[src/design/phy_event_consts.svh]
// Purpose: named offsets, field positions, reset values for the event/config bank
// Assumes: 32-bit APB, byte address = index * 4
// Notes: definitions only
`ifndef PHY_EVENT_CONSTS_SVH
`define PHY_EVENT_CONSTS_SVH
// ==========================================
// register indexes and byte addresses
`define IDX_MASK 5'h12
`define IDX_STATUS 5'h13
`define IDX_CONFIG 5'h14
`define ADDR_MASK 12'h048
`define ADDR_STATUS 12'h04C
`define ADDR_CONFIG 12'h050
// ==========================================
// reset values
`define RST_MASK 16'h0000
`define RST_STATUS 16'h0000
`define RST_CONFIG 16'h2947
// ==========================================
// status register: clear-on-read bits, read-only sticky bits
`define COR_BITS 16'hFDF1
`define RO_BITS 16'h020E
// config register: writable bits (14, 12, 7 reserved)
`define CFG_WRITE_BITS 16'hAF7F
// config field positions
`define CFG_PROBE 15
`define CFG_IRQ_POL 13
`define CFG_RETRY_HI 11
`define CFG_RETRY_LO 10
`define CFG_DS_EN 9
`define CFG_DS_ENERGY 8
`define CFG_DS_LOWEST 6
`define CFG_TXCLK_HI 5
`define CFG_TXCLK_LO 4
`define CFG_COL_FD 3
`define CFG_OLD_SCR 2
`define CFG_SEMI_MASTER 1
`define CFG_SEMI_SLAVE 0
// transmit clock select codes
`define TXCLK_SLOW 2'h0
`define TXCLK_FAST 2'h1
`endif

[src/design/phy_event_pkg.sv]
// Purpose: types for the event/config bank
// Assumes: nothing
// Notes: constants live in phy_event_consts.svh
`default_nettype none
package phy_event_pkg;
    // ==========================================
    // apb request from master
    typedef struct packed {
        logic psel;
        logic penable;
        logic pwrite;
        logic [11:0] paddr;
        logic [31:0] pwdata;
    } apb_req_type;
    // decoded configuration outputs
    typedef struct packed {
        logic powered_device_probe_en;
        logic [3:0] downshift_retry_count;
        logic downshift_en;
        logic downshift_energy_mode_en;
        logic downshift_lowest_rate_en;
        logic tx_clock_slow;
        logic tx_clock_fast;
        logic collision_in_full_duplex_en;
        logic old_scrambler_auto_en;
        logic semi_cross_master_en;
        logic semi_cross_slave_en;
    } config_out_type;
endpackage
`default_nettype wire

[src/design/phy_event_bank.sv]
// Purpose: event status (clear on read) and general configuration registers on APB
// Assumes: event inputs come from other clock domains and are one-bit pulses or levels
// Notes: each rule below is tagged again at the logic that carries it out
// Operation
// each status bit sets when its event happened since the last status read
// status bits record events whether or not the mask enables them
// clear-on-read bits latch high, hold, and clear on a status read
// negotiation fault bit 15, page received bit 12, negotiation done bit 11
// rate change bit 14, duplex change bit 13, link state change bit 10
// pair swap change bit 6, downshift event bit 5, sleep change bit 4
// converter fifo overflow or underflow latches bit 7
// jabber latches bit 0, spurious carrier latches bit 8
// polarity change reported in bit 1, read-only, not cleared by read
// energy efficient fault sets read-only bit 9
// wake or pattern packet sets read-only bit 3
// mac buffer fault sets read-only bit 2; indication is unproven
// config bit 15 enables powered device probe; hardware may update it
// config bit 13 selects interrupt polarity, 0 active high, 1 active low
// bits 11-10 pick 1, 2, 4 or 8 gigabit attempts, reset code 2
// config bit 9 enables downshift, reset disabled
// bit 8 downshift when no energy on pairs c and d, reset set
// bit 6 allows fallback to 10 mb/s, reset set
// bits 5-4 pick transmit clock 2.5 or 25 mhz, codes 2 and 3 off
// bit 3 enables collision indication in full duplex
// bit 2 lets gigabit master pick old scrambler mode, reset set
// bits 1 and 0 enable semi-cross in master and slave, reset set
// interrupt output asserts for a set status bit whose mask bit is set
//
// Design decision made here: the APB interface to the registers.
`timescale 1ns/10ps
`include "phy_event_consts.svh"
`default_nettype none

module phy_event_bank (
    input wire logic clock_in, // 25 mhz core clock
    input wire logic nrst_in, // synchronous reset, active low
    input wire phy_event_pkg::apb_req_type apb_in, // apb request
    output logic [31:0] prdata_out, // apb read data
    output logic pready_out, // apb ready
    output logic pslverr_out, // apb error on unmapped address
    input wire logic [15:0] event_in, // asynchronous event sources, one per bit
    input wire logic probe_clear_in, // hardware turns the probe enable off
    output logic irq_out, // interrupt pin level, polarity applied
    output phy_event_pkg::config_out_type config_out // decoded configuration
);
    import phy_event_pkg::*;

    // ==========================================
    // synchronisers and edge detect
    logic [15:0] ev_meta;
    logic [15:0] ev_sync;
    logic [15:0] ev_prev;
    logic probe_meta;
    logic probe_sync;
    logic [15:0] event_status;
    logic [15:0] interrupt_mask;
    logic [15:0] general_config_two;
    logic access_done;

    // two flip-flops on every event input and on the probe clear input
    always_ff @(posedge clock_in) begin
        if (!nrst_in) begin
            ev_meta <= 16'h0000;
            ev_sync <= 16'h0000;
            ev_prev <= 16'h0000;
            probe_meta <= 1'b0;
            probe_sync <= 1'b0;
        end else begin
            ev_meta <= event_in;
            ev_sync <= ev_meta;
            ev_prev <= ev_sync;
            probe_meta <= probe_clear_in;
            probe_sync <= probe_meta;
        end
    end

    // rising edge of each synchronised source is one event
    wire [15:0] ev_pulse = ev_sync & ~ev_prev;

    // ==========================================
    // apb decode
    wire setup_phase = apb_in.psel & ~apb_in.penable;
    wire access_phase = apb_in.psel & apb_in.penable & ~access_done;
    wire hit_mask = apb_in.paddr == `ADDR_MASK;
    wire hit_status = apb_in.paddr == `ADDR_STATUS;
    wire hit_config = apb_in.paddr == `ADDR_CONFIG;
    wire hit_any = hit_mask | hit_status | hit_config;
    wire do_write = access_phase & apb_in.pwrite;
    wire do_read = access_phase & ~apb_in.pwrite;
    // read clears
    wire status_read = do_read & hit_status;

    // read mux
    wire [15:0] read_word = hit_mask ? interrupt_mask :
        hit_status ? event_status :
        hit_config ? general_config_two : 16'h0000;

    // ==========================================
    // event status: set wins over the read clear
    // latch since read
    // mask not involved
    // negotiation bits 15 12 11
    // change bits 14 13 10
    // bits 6 5 4
    // fifo bit 7
    // jabber, carrier
    // polarity not cleared
    // bit 9
    // bit 3
    // bit 2
    wire [15:0] read_clear = status_read ? `COR_BITS : 16'h0000;
    wire [15:0] next_event_status = (event_status & ~read_clear) | ev_pulse;

    always_ff @(posedge clock_in) begin
        if (!nrst_in) begin
            event_status <= `RST_STATUS;
        end else begin
            event_status <= next_event_status;
        end
    end

    // ==========================================
    // mask and configuration registers
    // hardware clear of probe
    wire [15:0] cfg_written = (apb_in.pwdata[15:0] & `CFG_WRITE_BITS);
    wire [15:0] cfg_after_write = (do_write & hit_config) ? cfg_written : general_config_two;
    wire [15:0] probe_drop = probe_sync ? (16'h0001 << `CFG_PROBE) : 16'h0000;
    wire [15:0] next_general_config_two = cfg_after_write & ~probe_drop;
    wire [15:0] next_interrupt_mask = (do_write & hit_mask) ? apb_in.pwdata[15:0] : interrupt_mask;

    always_ff @(posedge clock_in) begin
        if (!nrst_in) begin
            general_config_two <= `RST_CONFIG;
            interrupt_mask <= `RST_MASK;
        end else begin
            general_config_two <= next_general_config_two;
            interrupt_mask <= next_interrupt_mask;
        end
    end

    // ==========================================
    // apb answer: one wait state, ready registered
    always_ff @(posedge clock_in) begin
        if (!nrst_in) begin
            access_done <= 1'b0;
            pready_out <= 1'b0;
            pslverr_out <= 1'b0;
            prdata_out <= 32'h00000000;
        end else begin
            access_done <= access_phase;
            pready_out <= access_phase;
            pslverr_out <= access_phase & ~hit_any;
            if (do_read) begin
                prdata_out <= {16'h0000, read_word};
            end else if (setup_phase) begin
                prdata_out <= 32'h00000000;
            end
        end
    end

    // ==========================================
    // interrupt pin and configuration outputs
    // masked status raises irq
    wire irq_active = |(next_event_status & interrupt_mask);
    // attempt count decode
    wire [1:0] retry_code = general_config_two[`CFG_RETRY_HI:`CFG_RETRY_LO];
    // tx clock select
    wire [1:0] clk_code = general_config_two[`CFG_TXCLK_HI:`CFG_TXCLK_LO];

    always_ff @(posedge clock_in) begin
        if (!nrst_in) begin
            irq_out <= 1'b0;
            config_out <= '0;
        end else begin
            // polarity select
            irq_out <= irq_active ^ general_config_two[`CFG_IRQ_POL];
            // probe enable
            config_out.powered_device_probe_en <= general_config_two[`CFG_PROBE];
            config_out.downshift_retry_count <= 4'h1 << retry_code;
            // downshift enable
            config_out.downshift_en <= general_config_two[`CFG_DS_EN];
            // energy mode
            config_out.downshift_energy_mode_en <= general_config_two[`CFG_DS_ENERGY];
            // lowest rate
            config_out.downshift_lowest_rate_en <= general_config_two[`CFG_DS_LOWEST];
            config_out.tx_clock_slow <= clk_code == `TXCLK_SLOW;
            config_out.tx_clock_fast <= clk_code == `TXCLK_FAST;
            // collision full duplex
            config_out.collision_in_full_duplex_en <= general_config_two[`CFG_COL_FD];
            // old scrambler auto
            config_out.old_scrambler_auto_en <= general_config_two[`CFG_OLD_SCR];
            // semi-cross enables
            config_out.semi_cross_master_en <= general_config_two[`CFG_SEMI_MASTER];
            config_out.semi_cross_slave_en <= general_config_two[`CFG_SEMI_SLAVE];
        end
    end
endmodule

`default_nettype wire

[config.mk]
export PLATFORM = sky130hd
export DESIGN_NAME = phy_event_bank
export DESIGN_NICKNAME = d
export VERILOG_FILES = /design/src/design/phy_event_pkg.sv /design/src/design/phy_event_bank.sv
export VERILOG_INCLUDE_DIRS = /design/src /design/src/design
export SDC_FILE = /design/constraint.sdc
export NUM_CORES = 1
export LEC_CHECK = 0
export ABC_CLOCK_PERIOD_IN_PS = 2450
export BUFFER_PORTS_ARGS = -buffer_cell sky130_fd_sc_hd__clkbuf_2
export CORE_ASPECT_RATIO = 0.5
export CORE_MARGIN = 4
export CORE_UTILIZATION = 30
export CTS_BUF_LIST = sky130_fd_sc_hd__clkbuf_8
export DETAILED_ROUTE_END_ITERATION = 8
export SKIP_LAST_GASP = 1
export SLEW_MARGIN = 30
export SYNTH_ARGS = -nofsm -noshare
export SYNTH_HDL_FRONTEND = slang
export SYNTH_SLANG_ARGS = --single-unit
[constraint.sdc]
create_clock -name clock_in -period 2.45 [get_ports clock_in]
set_input_delay 0.245 -clock clock_in [delete_from_list [all_inputs] [get_ports clock_in]]
set_output_delay 0.245 -clock clock_in [all_outputs]
set_load 0.02 [all_outputs]
---- Word-level counts from Yosys, hierarchy flattened ----
Cells that the tools add are included.
operators by class
  add/sub/neg operators ................... 0
  multiply operators ...................... 0
  divide/modulo/power cells ............... 0
  $lt $le $gt $ge ......................... 0
  equality and inequality tests ........... 4
  shifts and indexed selects .............. 1
  muxes and demuxes ....................... 8
  bitwise gates (word level) .............. 24
  reduce and logical (&&, ||, !) cells .... 3
operators with widths
  operator               number
  $mux W16               8
  $and A16 B16 Y16       4
  $not A16 Y16           3
  $eq A12 B7 Y1 const B  3
  $or A16 B16 Y16        1
  $reduce_or A16 Y1      1
  $and A1 B1 Y1          9
  $not A1 Y1             4
  $shl A1 B2 Y4 const A  1
  $eq A2 B1 Y1 const B   1
  $logic_not A2 Y1       1
  $or A1 B1 Y1           2
  $reduce_bool A2 Y1     1
  $xor A1 B1 Y1          1
storage, ports and cells
  bits in registers ....................... 131
  bits in latches ......................... 0
  memory bits (writable) .................. 0
  ROM bits ................................ 0
  bits of input ports ..................... 66
  output and inout bits ................... 49
  logic and storage cells ................. 63
  memories ................................ 0

---- Longest topological paths before layout ----
Gate-level depths: netlist of run 1.
  word-level depth ........................ 11
  depth in mapped cells ................... 8

---- Worst setup path before layout of run 1 ----
OpenSTA, ideal clock, no wires.
  kind .................................... input to register
  start point ............................. in apb_in[32] (netlist name)
  end point ............................... reg general_config_two[15]
  library setup time ...................... 0.080 ns
  arrival ................................. 2.259 ns
  slack ................................... 0.112 ns
  cell stages on the path ................. 7
  path buffers ............................ 1
  cells stage by stage .................... or4b_4 -> or4_4 -> nor3b_4 -> nand3_2 -> buf_2 -> mux2i_1 -> nor3b_1
between the ends
  longest elaborated chain between the ends .. 4
ends and longest elaborated chain
  element                         line                   source
  start: declaration              phy_event_bank.sv:37   input wire phy_event_pkg::apb_req_type apb_in,
  $eq A12 B7 Y1 (no source line)  n/a
  $and A1 B1 Y1                   phy_event_bank.sv:126  wire [15:0] cfg_after_write = (do_write & hit_config) ? cfg_written : general_config_two;
  $mux W16                        phy_event_bank.sv:126
  $and A16 B16 Y16                phy_event_bank.sv:128  wire [15:0] next_general_config_two = cfg_after_write & ~probe_drop;
  end signal: assignment          phy_event_bank.sv:133  general_config_two <= `RST_CONFIG;
  end signal: assignment          phy_event_bank.sv:136  general_config_two <= next_general_config_two;
  end: declaration                phy_event_bank.sv:57   logic [15:0] general_config_two;
Every way passes these cells.
A chain may end at the register's enable or synchronous reset.

---- Worst setup path after layout of run 1 ----
  start point ............................. reg ev_sync[0]
  end point ............................... reg irq_out
between the ends
  longest elaborated chain between the ends .. 5
ends and longest elaborated chain
  element                   line                   source
  start: declaration        phy_event_bank.sv:51   logic [15:0] ev_sync;
  start signal: assignment  phy_event_bank.sv:70   ev_sync <= ev_meta;
  $and A16 B16 Y16          phy_event_bank.sv:78   wire [15:0] ev_pulse = ev_sync & ~ev_prev;
  $or A16 B16 Y16           phy_event_bank.sv:112  wire [15:0] next_event_status = (event_status & ~read_clear) | ev_pulse;
  $and A16 B16 Y16          phy_event_bank.sv:164  wire irq_active = |(next_event_status & interrupt_mask);
  $reduce_or A16 Y1         phy_event_bank.sv:164
  $xor A1 B1 Y1             phy_event_bank.sv:176  irq_out <= irq_active ^ general_config_two[`CFG_IRQ_POL];
  end signal: assignment    phy_event_bank.sv:176
  end: declaration          phy_event_bank.sv:43   output logic irq_out,
Every way passes these cells.

==> results_dict.tcl, run 1 <==
set metrics [dict create \
    ctsResizeCount 0 \
    ir_worst_vdd_v 0.000308 \
    grt_use_met3 0.0378 \
    worstMarginPinSlew_ps 557 \
    maxCapViolations 0 \
    hp-class "in -> reg" \
    cp_max_fo 2 \
    antenna_found_initial 0 \
    required_ps 2810 \
    ys_seq_area_frac 0.547 \
    cts_root_buf "clkbuf_8" \
    finalNetCount 610 \
    start_util 0.315 \
    powerDensity_mw_per_mm2 731 \
    ant_nets 0 \
    use_met2 0.173 \
    synth_top_area_share 0.547 \
    drive_gt1_frac 0.245 \
    status "completed" \
    place_congestion 0.799 \
    grt_pass1_vias 3206 \
    max_freq_ghz 0.481 \
    dieWidth_um 185 \
    crit_type "reg -> reg" \
    diodes 0 \
    insertion_delay_ps 430 \
    r2r_slack_ps 370 \
    syn_avg_cell_area_sq_um 10.5 \
    r2r_cells 6 \
    drtPass1Iterations 6 \
    fin_worst_skew_ps 9.60 \
    core.rowCount 31 \
    setup_viol 0 \
    clkSlewWorstSetupHoldPaths_ps 70 \
    numCtsBuffers 17 \
    fin_crit_sh 0.848 \
    place_area_sq_mm 0.00532 \
    dp.cells 716 \
    synthDistinctLibCells 37 \
    post-route-drc-count 0 \
    crit_arrival_ps 2440 \
    dp_slack_ps 37.9 \
    via_per_inst 4.36 \
    track_usage 0.123 \
    hold_viol_final 0 \
    portBuffers 82 \
    tns_ps 0 \
    final_cell_area_sq_mm 0.00581 \
    core-area_sq_mm 0.0149 \
    place_hpwl_um 7590 \
    syn_area_sq_mm 0.00468 \
    cts_buffer_depth 2 \
    hold_depth 2 \
    grt_use_met1 0.175 \
    io_pins 115 \
    holdPathEnd "ev_meta[13]" \
    yosys_register_bits 128 \
    htree_levels 4 \
    min_from "event_in[13]" \
    die_area_sq_mm 0.0178 \
    grt.busiest_layer "met1" \
    wirelength_um 10400 \
    rr_endpoint "irq_out" \
    slew_violations 0 \
    finish.utilization 0.391 \
    cts_tree "built" \
    vias 3289 \
    timing.final.ws_setup_ps 372 \
    relSlewSlack 0.629 \
    r2r-start "ev_sync[0]" \
    yosysWarnings 0 \
    overflow 0 \
    grt_max_degree 34 \
    ys_top_cells_by_area "dfxtp_1 (55%), and2_1 (10%), nor2b_1 (6.7%)" \
    leakage_nw 2.56 \
    wire_per_inst_um 13.8 \
    layout.cells.non_filler 754 \
    startpoint_type "register" \
    period_minus_slack_ps 2080 \
    synthCells 446 \
    rsz0062_at_grt "no" \
    die_y_um 96.4 \
    grt_pass1_wl_um 16700 \
    drt_iter0_markers 246 \
    yosys.area.top_type "dfxtp_1" \
    hold_ws_ps 33.4 \
    cp-end-kind "register" \
    power_mw 4.25 \
    area_growth_pct 24.0 \
    cts.sinks 128 \
]
[worst max-delay path by stage]
stage,from,endpoint,cells past startpoint
2_1_floorplan,apb_in[32],general_config_two[15],7
3_3_place_gp,apb_in[32],interrupt_mask[2],9
3_5_place_dp,apb_in[32],interrupt_mask[15],9
4_1_cts,ev_sync[0],irq_out,6
5_1_grt,ev_sync[0],irq_out,6
6_report,ev_sync[0],irq_out,6
[sequential cells by signal (all words and copies together) (netlist names)]
signal              cells
ev_meta                16
ev_prev                16
ev_sync                16
event_status           16
interrupt_mask         16
prdata_out             16
config_out             14
general_config_two     13
access_done             1
irq_out                 1
probe_meta              1
probe_sync              1
pslverr_out             1
[worst max-delay path, stage by stage (launching register included)]
cell,delay (ps)
dfxtp_1,310
nor2b_1,150
a22o_1,230
or4b_2,680
a211oi_1,250
o221a_2,240
mux2i_1,160
[per-layer routing]
layer	part of all wire	routed length [um]
met5	0	0
met4	0.014	143
met3	0.067	702
met2	0.40	4110
met1	0.52	5450
[timing repair]
action / CTS / global route
hold buffers: 7 / 0
hold endpoints to repair: 7 / 0
setup endpoints to repair: 0 / 0
buffers inserted: 0 / 0
[synth_stat cells (all sizes together)]
master	count
a221oi	1
a21oi	13
a222oi	13
or4b	2
nor3b	5
nor4	1
dfxtp	128
o21a	4
nor2b	50
and3	1
inv	3
a22o	2
nand4	3
nand2	26
nor2	1
clkbuf	19
and2	75
mux2i	30
or4	2
o221a	1
a22oi	6
nand3	3
nor4b	1
a211oi	1
o21ai	20
nand3b	9
conb	1
buf	20
nand2b	2
and3b	3
[cell families (layout without fill, tap and decap cells)]
| logic type | Yosys count | in the layout | share of synthesized area |
|---|---|---|---|
| mux | 30 | 30 | 0.0641 |
| simple gates | 184 | 184 | 0.250 |
| buf+inv | 42 | 137 | 0.0494 |
| flops | 128 | 128 | 0.547 |
| compound gates | 61 | 61 | 0.0887 |
| other cells | 1 | 16 | 0.000801 |
[layout by cell type, fill, tap and decap left out, types with 2 or more instances in the layout]
master	n
dfxtp_1	128
clkbuf_2	81
and2_1	75
nor2b_1	50
mux2i_1	30
nand2_1	26
o21ai_0	20
clkbuf_8	19
conb_1	16
a21oi_1	13
a222oi_1	13
buf_4	11
nand3b_1	9
dlygate4sd3_1	7
a22oi_1	6
o21a_1	4
and3b_1	3
inv_1	3
nor3b_1	3
nand4_1	3
clkinvlp_4	3
bufinv_16	3
buf_12	3
nor3b_4	2
nand2b_1	2
a22o_1	2
clkinv_4	2
clkinv_2	2
inv_6	2
[layout make-up]
class | count | area (sq um)
Clock buffer | 19 | 262
Clock inverter | 12 | 158
Fill cell | 1463 | 9040
Inverter | 3 | 11.3
Multi-Input combinational cell | 291 | 1950
Sequential cell | 128 | 2560
Tap cell | 198 | 248
Timing Repair Buffer | 103 | 623
[power breakdown]
part | internal (mW) | switching [mW] | total [mW]
logic | 0.0939 | 0.114 | 0.208
clock network | 1.06 | 0.822 | 1.88
registers | 2.14 | 0.0240 | 2.16
(Power assumes the default switching activity.)
==> run 2, diff against run 1 <==
--- a/config.mk
+++ b/config.mk
@@ -6,7 +6,7 @@
 export SDC_FILE = /design/constraint.sdc
 export NUM_CORES = 1
 export LEC_CHECK = 0
-export ABC_CLOCK_PERIOD_IN_PS = 2450
+export ABC_CLOCK_PERIOD_IN_PS = 1700
 export BUFFER_PORTS_ARGS = -buffer_cell sky130_fd_sc_hd__clkbuf_2
 export CORE_ASPECT_RATIO = 0.5
 export CORE_MARGIN = 4
==> constraint.sdc (replaced) <==
create_clock -name clock_in -period 1.7 [get_ports clock_in]
set_input_delay 0.17 -clock clock_in [delete_from_list [all_inputs] [get_ports clock_in]]
set_output_delay 0.17 -clock clock_in [all_outputs]
set_load 0.02 [all_outputs]
==> run 2 against run 1 <==
  * The run now ends with negative setup slack left
  * Setup slack got worse by 520 ps
  * Final cell count up 6.4%
  * Die area stayed put
  * Cell area rose by 7.5%
  * Critical path type is now in -> reg
  * Highest routed layer unchanged
  * Largest power group unchanged
==> results_dict.tcl, run 2 (same netlist as run 1, synthesis figures left out) <==
set metrics [dict create \
    drt_iter0_markers 224 \
    grt_pass1_vias 3400 \
    max_stage_delay_ps 540 \
    swShare 0.227 \
    violations "negative setup slack" \
    finalNetCount 657 \
    drtPass1Iterations 5 \
    grt.busiest_layer "met1" \
    cp_max_fo 16 \
    path_common_cell "buf_6" \
    numCtsBuffers 17 \
    crit_buf_inv 3 \
    r2r_cells 6 \
    rsz0062_at_grt "yes" \
    wire_per_inst_um 13.7 \
    vias 3477 \
    dieWidth_um 185 \
    timing.final.ws_setup_ps -145 \
    cts_buffer_depth 2 \
    antenna_found_initial 0 \
    crit_type "in -> reg" \
    cts_tree "built" \
    status "finished, violations left" \
    overflow 0 \
    hp-class "in -> reg" \
    portBuffers 82 \
    area_growth_pct 33.4 \
    grt_pass1_wl_um 17800 \
    grt_max_degree 39 \
    cp-end-kind "register" \
    hold_depth 3 \
    io_pins 115 \
    drive_gt1_frac 0.280 \
    slew_violations 0 \
    p_sw_mw 1.42 \
    htree_levels 4 \
    leakage_nw 2.79 \
    fin_crit_sh 1.09 \
    powerDensity_mw_per_mm2 1000 \
    startpoint_type "primary input" \
    fin_worst_skew_ps 11.9 \
    path_delay_family "simple AND/OR/NAND/NOR gates" \
    power_mw 6.26 \
    diodes 0 \
    max_freq_ghz 0.542 \
    wirelength_um 11000 \
    track_usage 0.130 \
    place_hpwl_um 8070 \
    power.share.sequential 0.498 \
    p_comb_frac 0.058 \
    die_y_um 96.4 \
    setup_viol 46 \
    cpMaxStageDelayCell "or4_4" \
    tns_ps -4400 \
    use_met2 0.182 \
    required_ps 2020 \
    path_cells "buf_6 > or4b_4 > or4_4 > nor3b_4 > buf_6 > nand3_4 > buf_12 > mux2i_1 > nor2b_1" \
    hold_viol_final 0 \
    ir_worst_vdd_v 0.000651 \
    crit_arrival_ps 2170 \
    clkSlewWorstSetupHoldPaths_ps 70 \
    internal_power_mw 4.83 \
    period_minus_slack_ps 1840 \
    maxCapViolations 0 \
    cts_root_buf "clkbuf_8" \
    grt_use_met1 0.185 \
    insertion_delay_ps 430 \
    post-route-drc-count 0 \
    core-area_sq_mm 0.0149 \
    critical_path_depth 9 \
    clock_power_share 0.444 \
    via_per_inst 4.34 \
    core.rowCount 31 \
    grt_use_met3 0.0374 \
    final_common_cell "dfxtp_1" \
    place_congestion 0.827 \
    layout_common_cells "dfxtp_1 (127), clkbuf_2 (81), and2_1 (75), nor2b_1 (48), buf_4 (36)" \
    cts.sinks 128 \
    start_util 0.315 \
    die_area_sq_mm 0.0178 \
    ant_nets 0 \
]
## run 2: metal layers
metal	routed length, um	share of wire	vias to the layer above
met1	5810	0.53	1585
met3	665	0.060	13
li1	-	-	1784
met2	4390	0.40	95
met5	0	0	-
met4	152	0.014	0
## run 2: path summary, 6_finish.rpt
check,slack (ps),to,from
worst max-delay path,-140,interrupt_mask[8],apb_in[32]
worst min-delay path,20,interrupt_mask[7],apb_in[7]
worst max register to register,-130,irq_out,ev_sync[0]
worst min register to register,400,general_config_two[15],probe_sync
## run 2: final cells by class
type / instances / area, sq um
Sequential cell: 128 / 2560
Timing Repair Buffer: 150 / 1020
Fill cell: 1455 / 8610
Multi-Input combinational cell: 291 / 1970
Tap cell: 198 / 248
Clock buffer: 20 / 275
Clock inverter: 12 / 158
Inverter: 3 / 11.3
## run 2: metrics by stage
| stage | cells | utilization | cell area (sq um) | hold slack, ps | setup WS, ps |
|---|---|---|---|---|---|
| floorplan | 461 | - | 4750 | 295 | -540 |
| global placement | 741 | 0.369 | 5480 | 378 | -544 |
| detailed placement | 741 | 0.369 | 5480 | 380 | -572 |
| CTS | 802 | 0.420 | 6240 | 3.67 | -120 |
| global route | 802 | 0.421 | 6250 | 4.66 | -195 |
| finish | 802 | 0.421 | 6250 | 20.4 | -145 |
## run 2: timing repair
item | 4_1_cts | 5_1_grt
endpoints found under the setup margin | 46 | 55
buffers inserted | 1 | 0
hold buffers | 27 | 0
gates cloned | 1 | 0
endpoints found under the hold margin | 29 | 0
pin swaps | 10 | 8
resized for setup | 23 | 7
## run 2: tightest hold or removal path: cells and delay by family
family,cells,cell delay (ps)
and+or+nand+nor,1,100
buffers and inverters,1,80
muxes,1,60
## run 2: power by group through the flow
stage / clock, mW / combinational (mW) / sequential, mW
floorplan: 0 / 0.190 / 3.18
global placement: 0 / 0.307 / 3.18
detailed placement: 0 / 0.312 / 3.18
CTS: 2.84 / 0.365 / 3.11
global route: 2.99 / 0.401 / 3.12
finish: 2.78 / 0.363 / 3.11
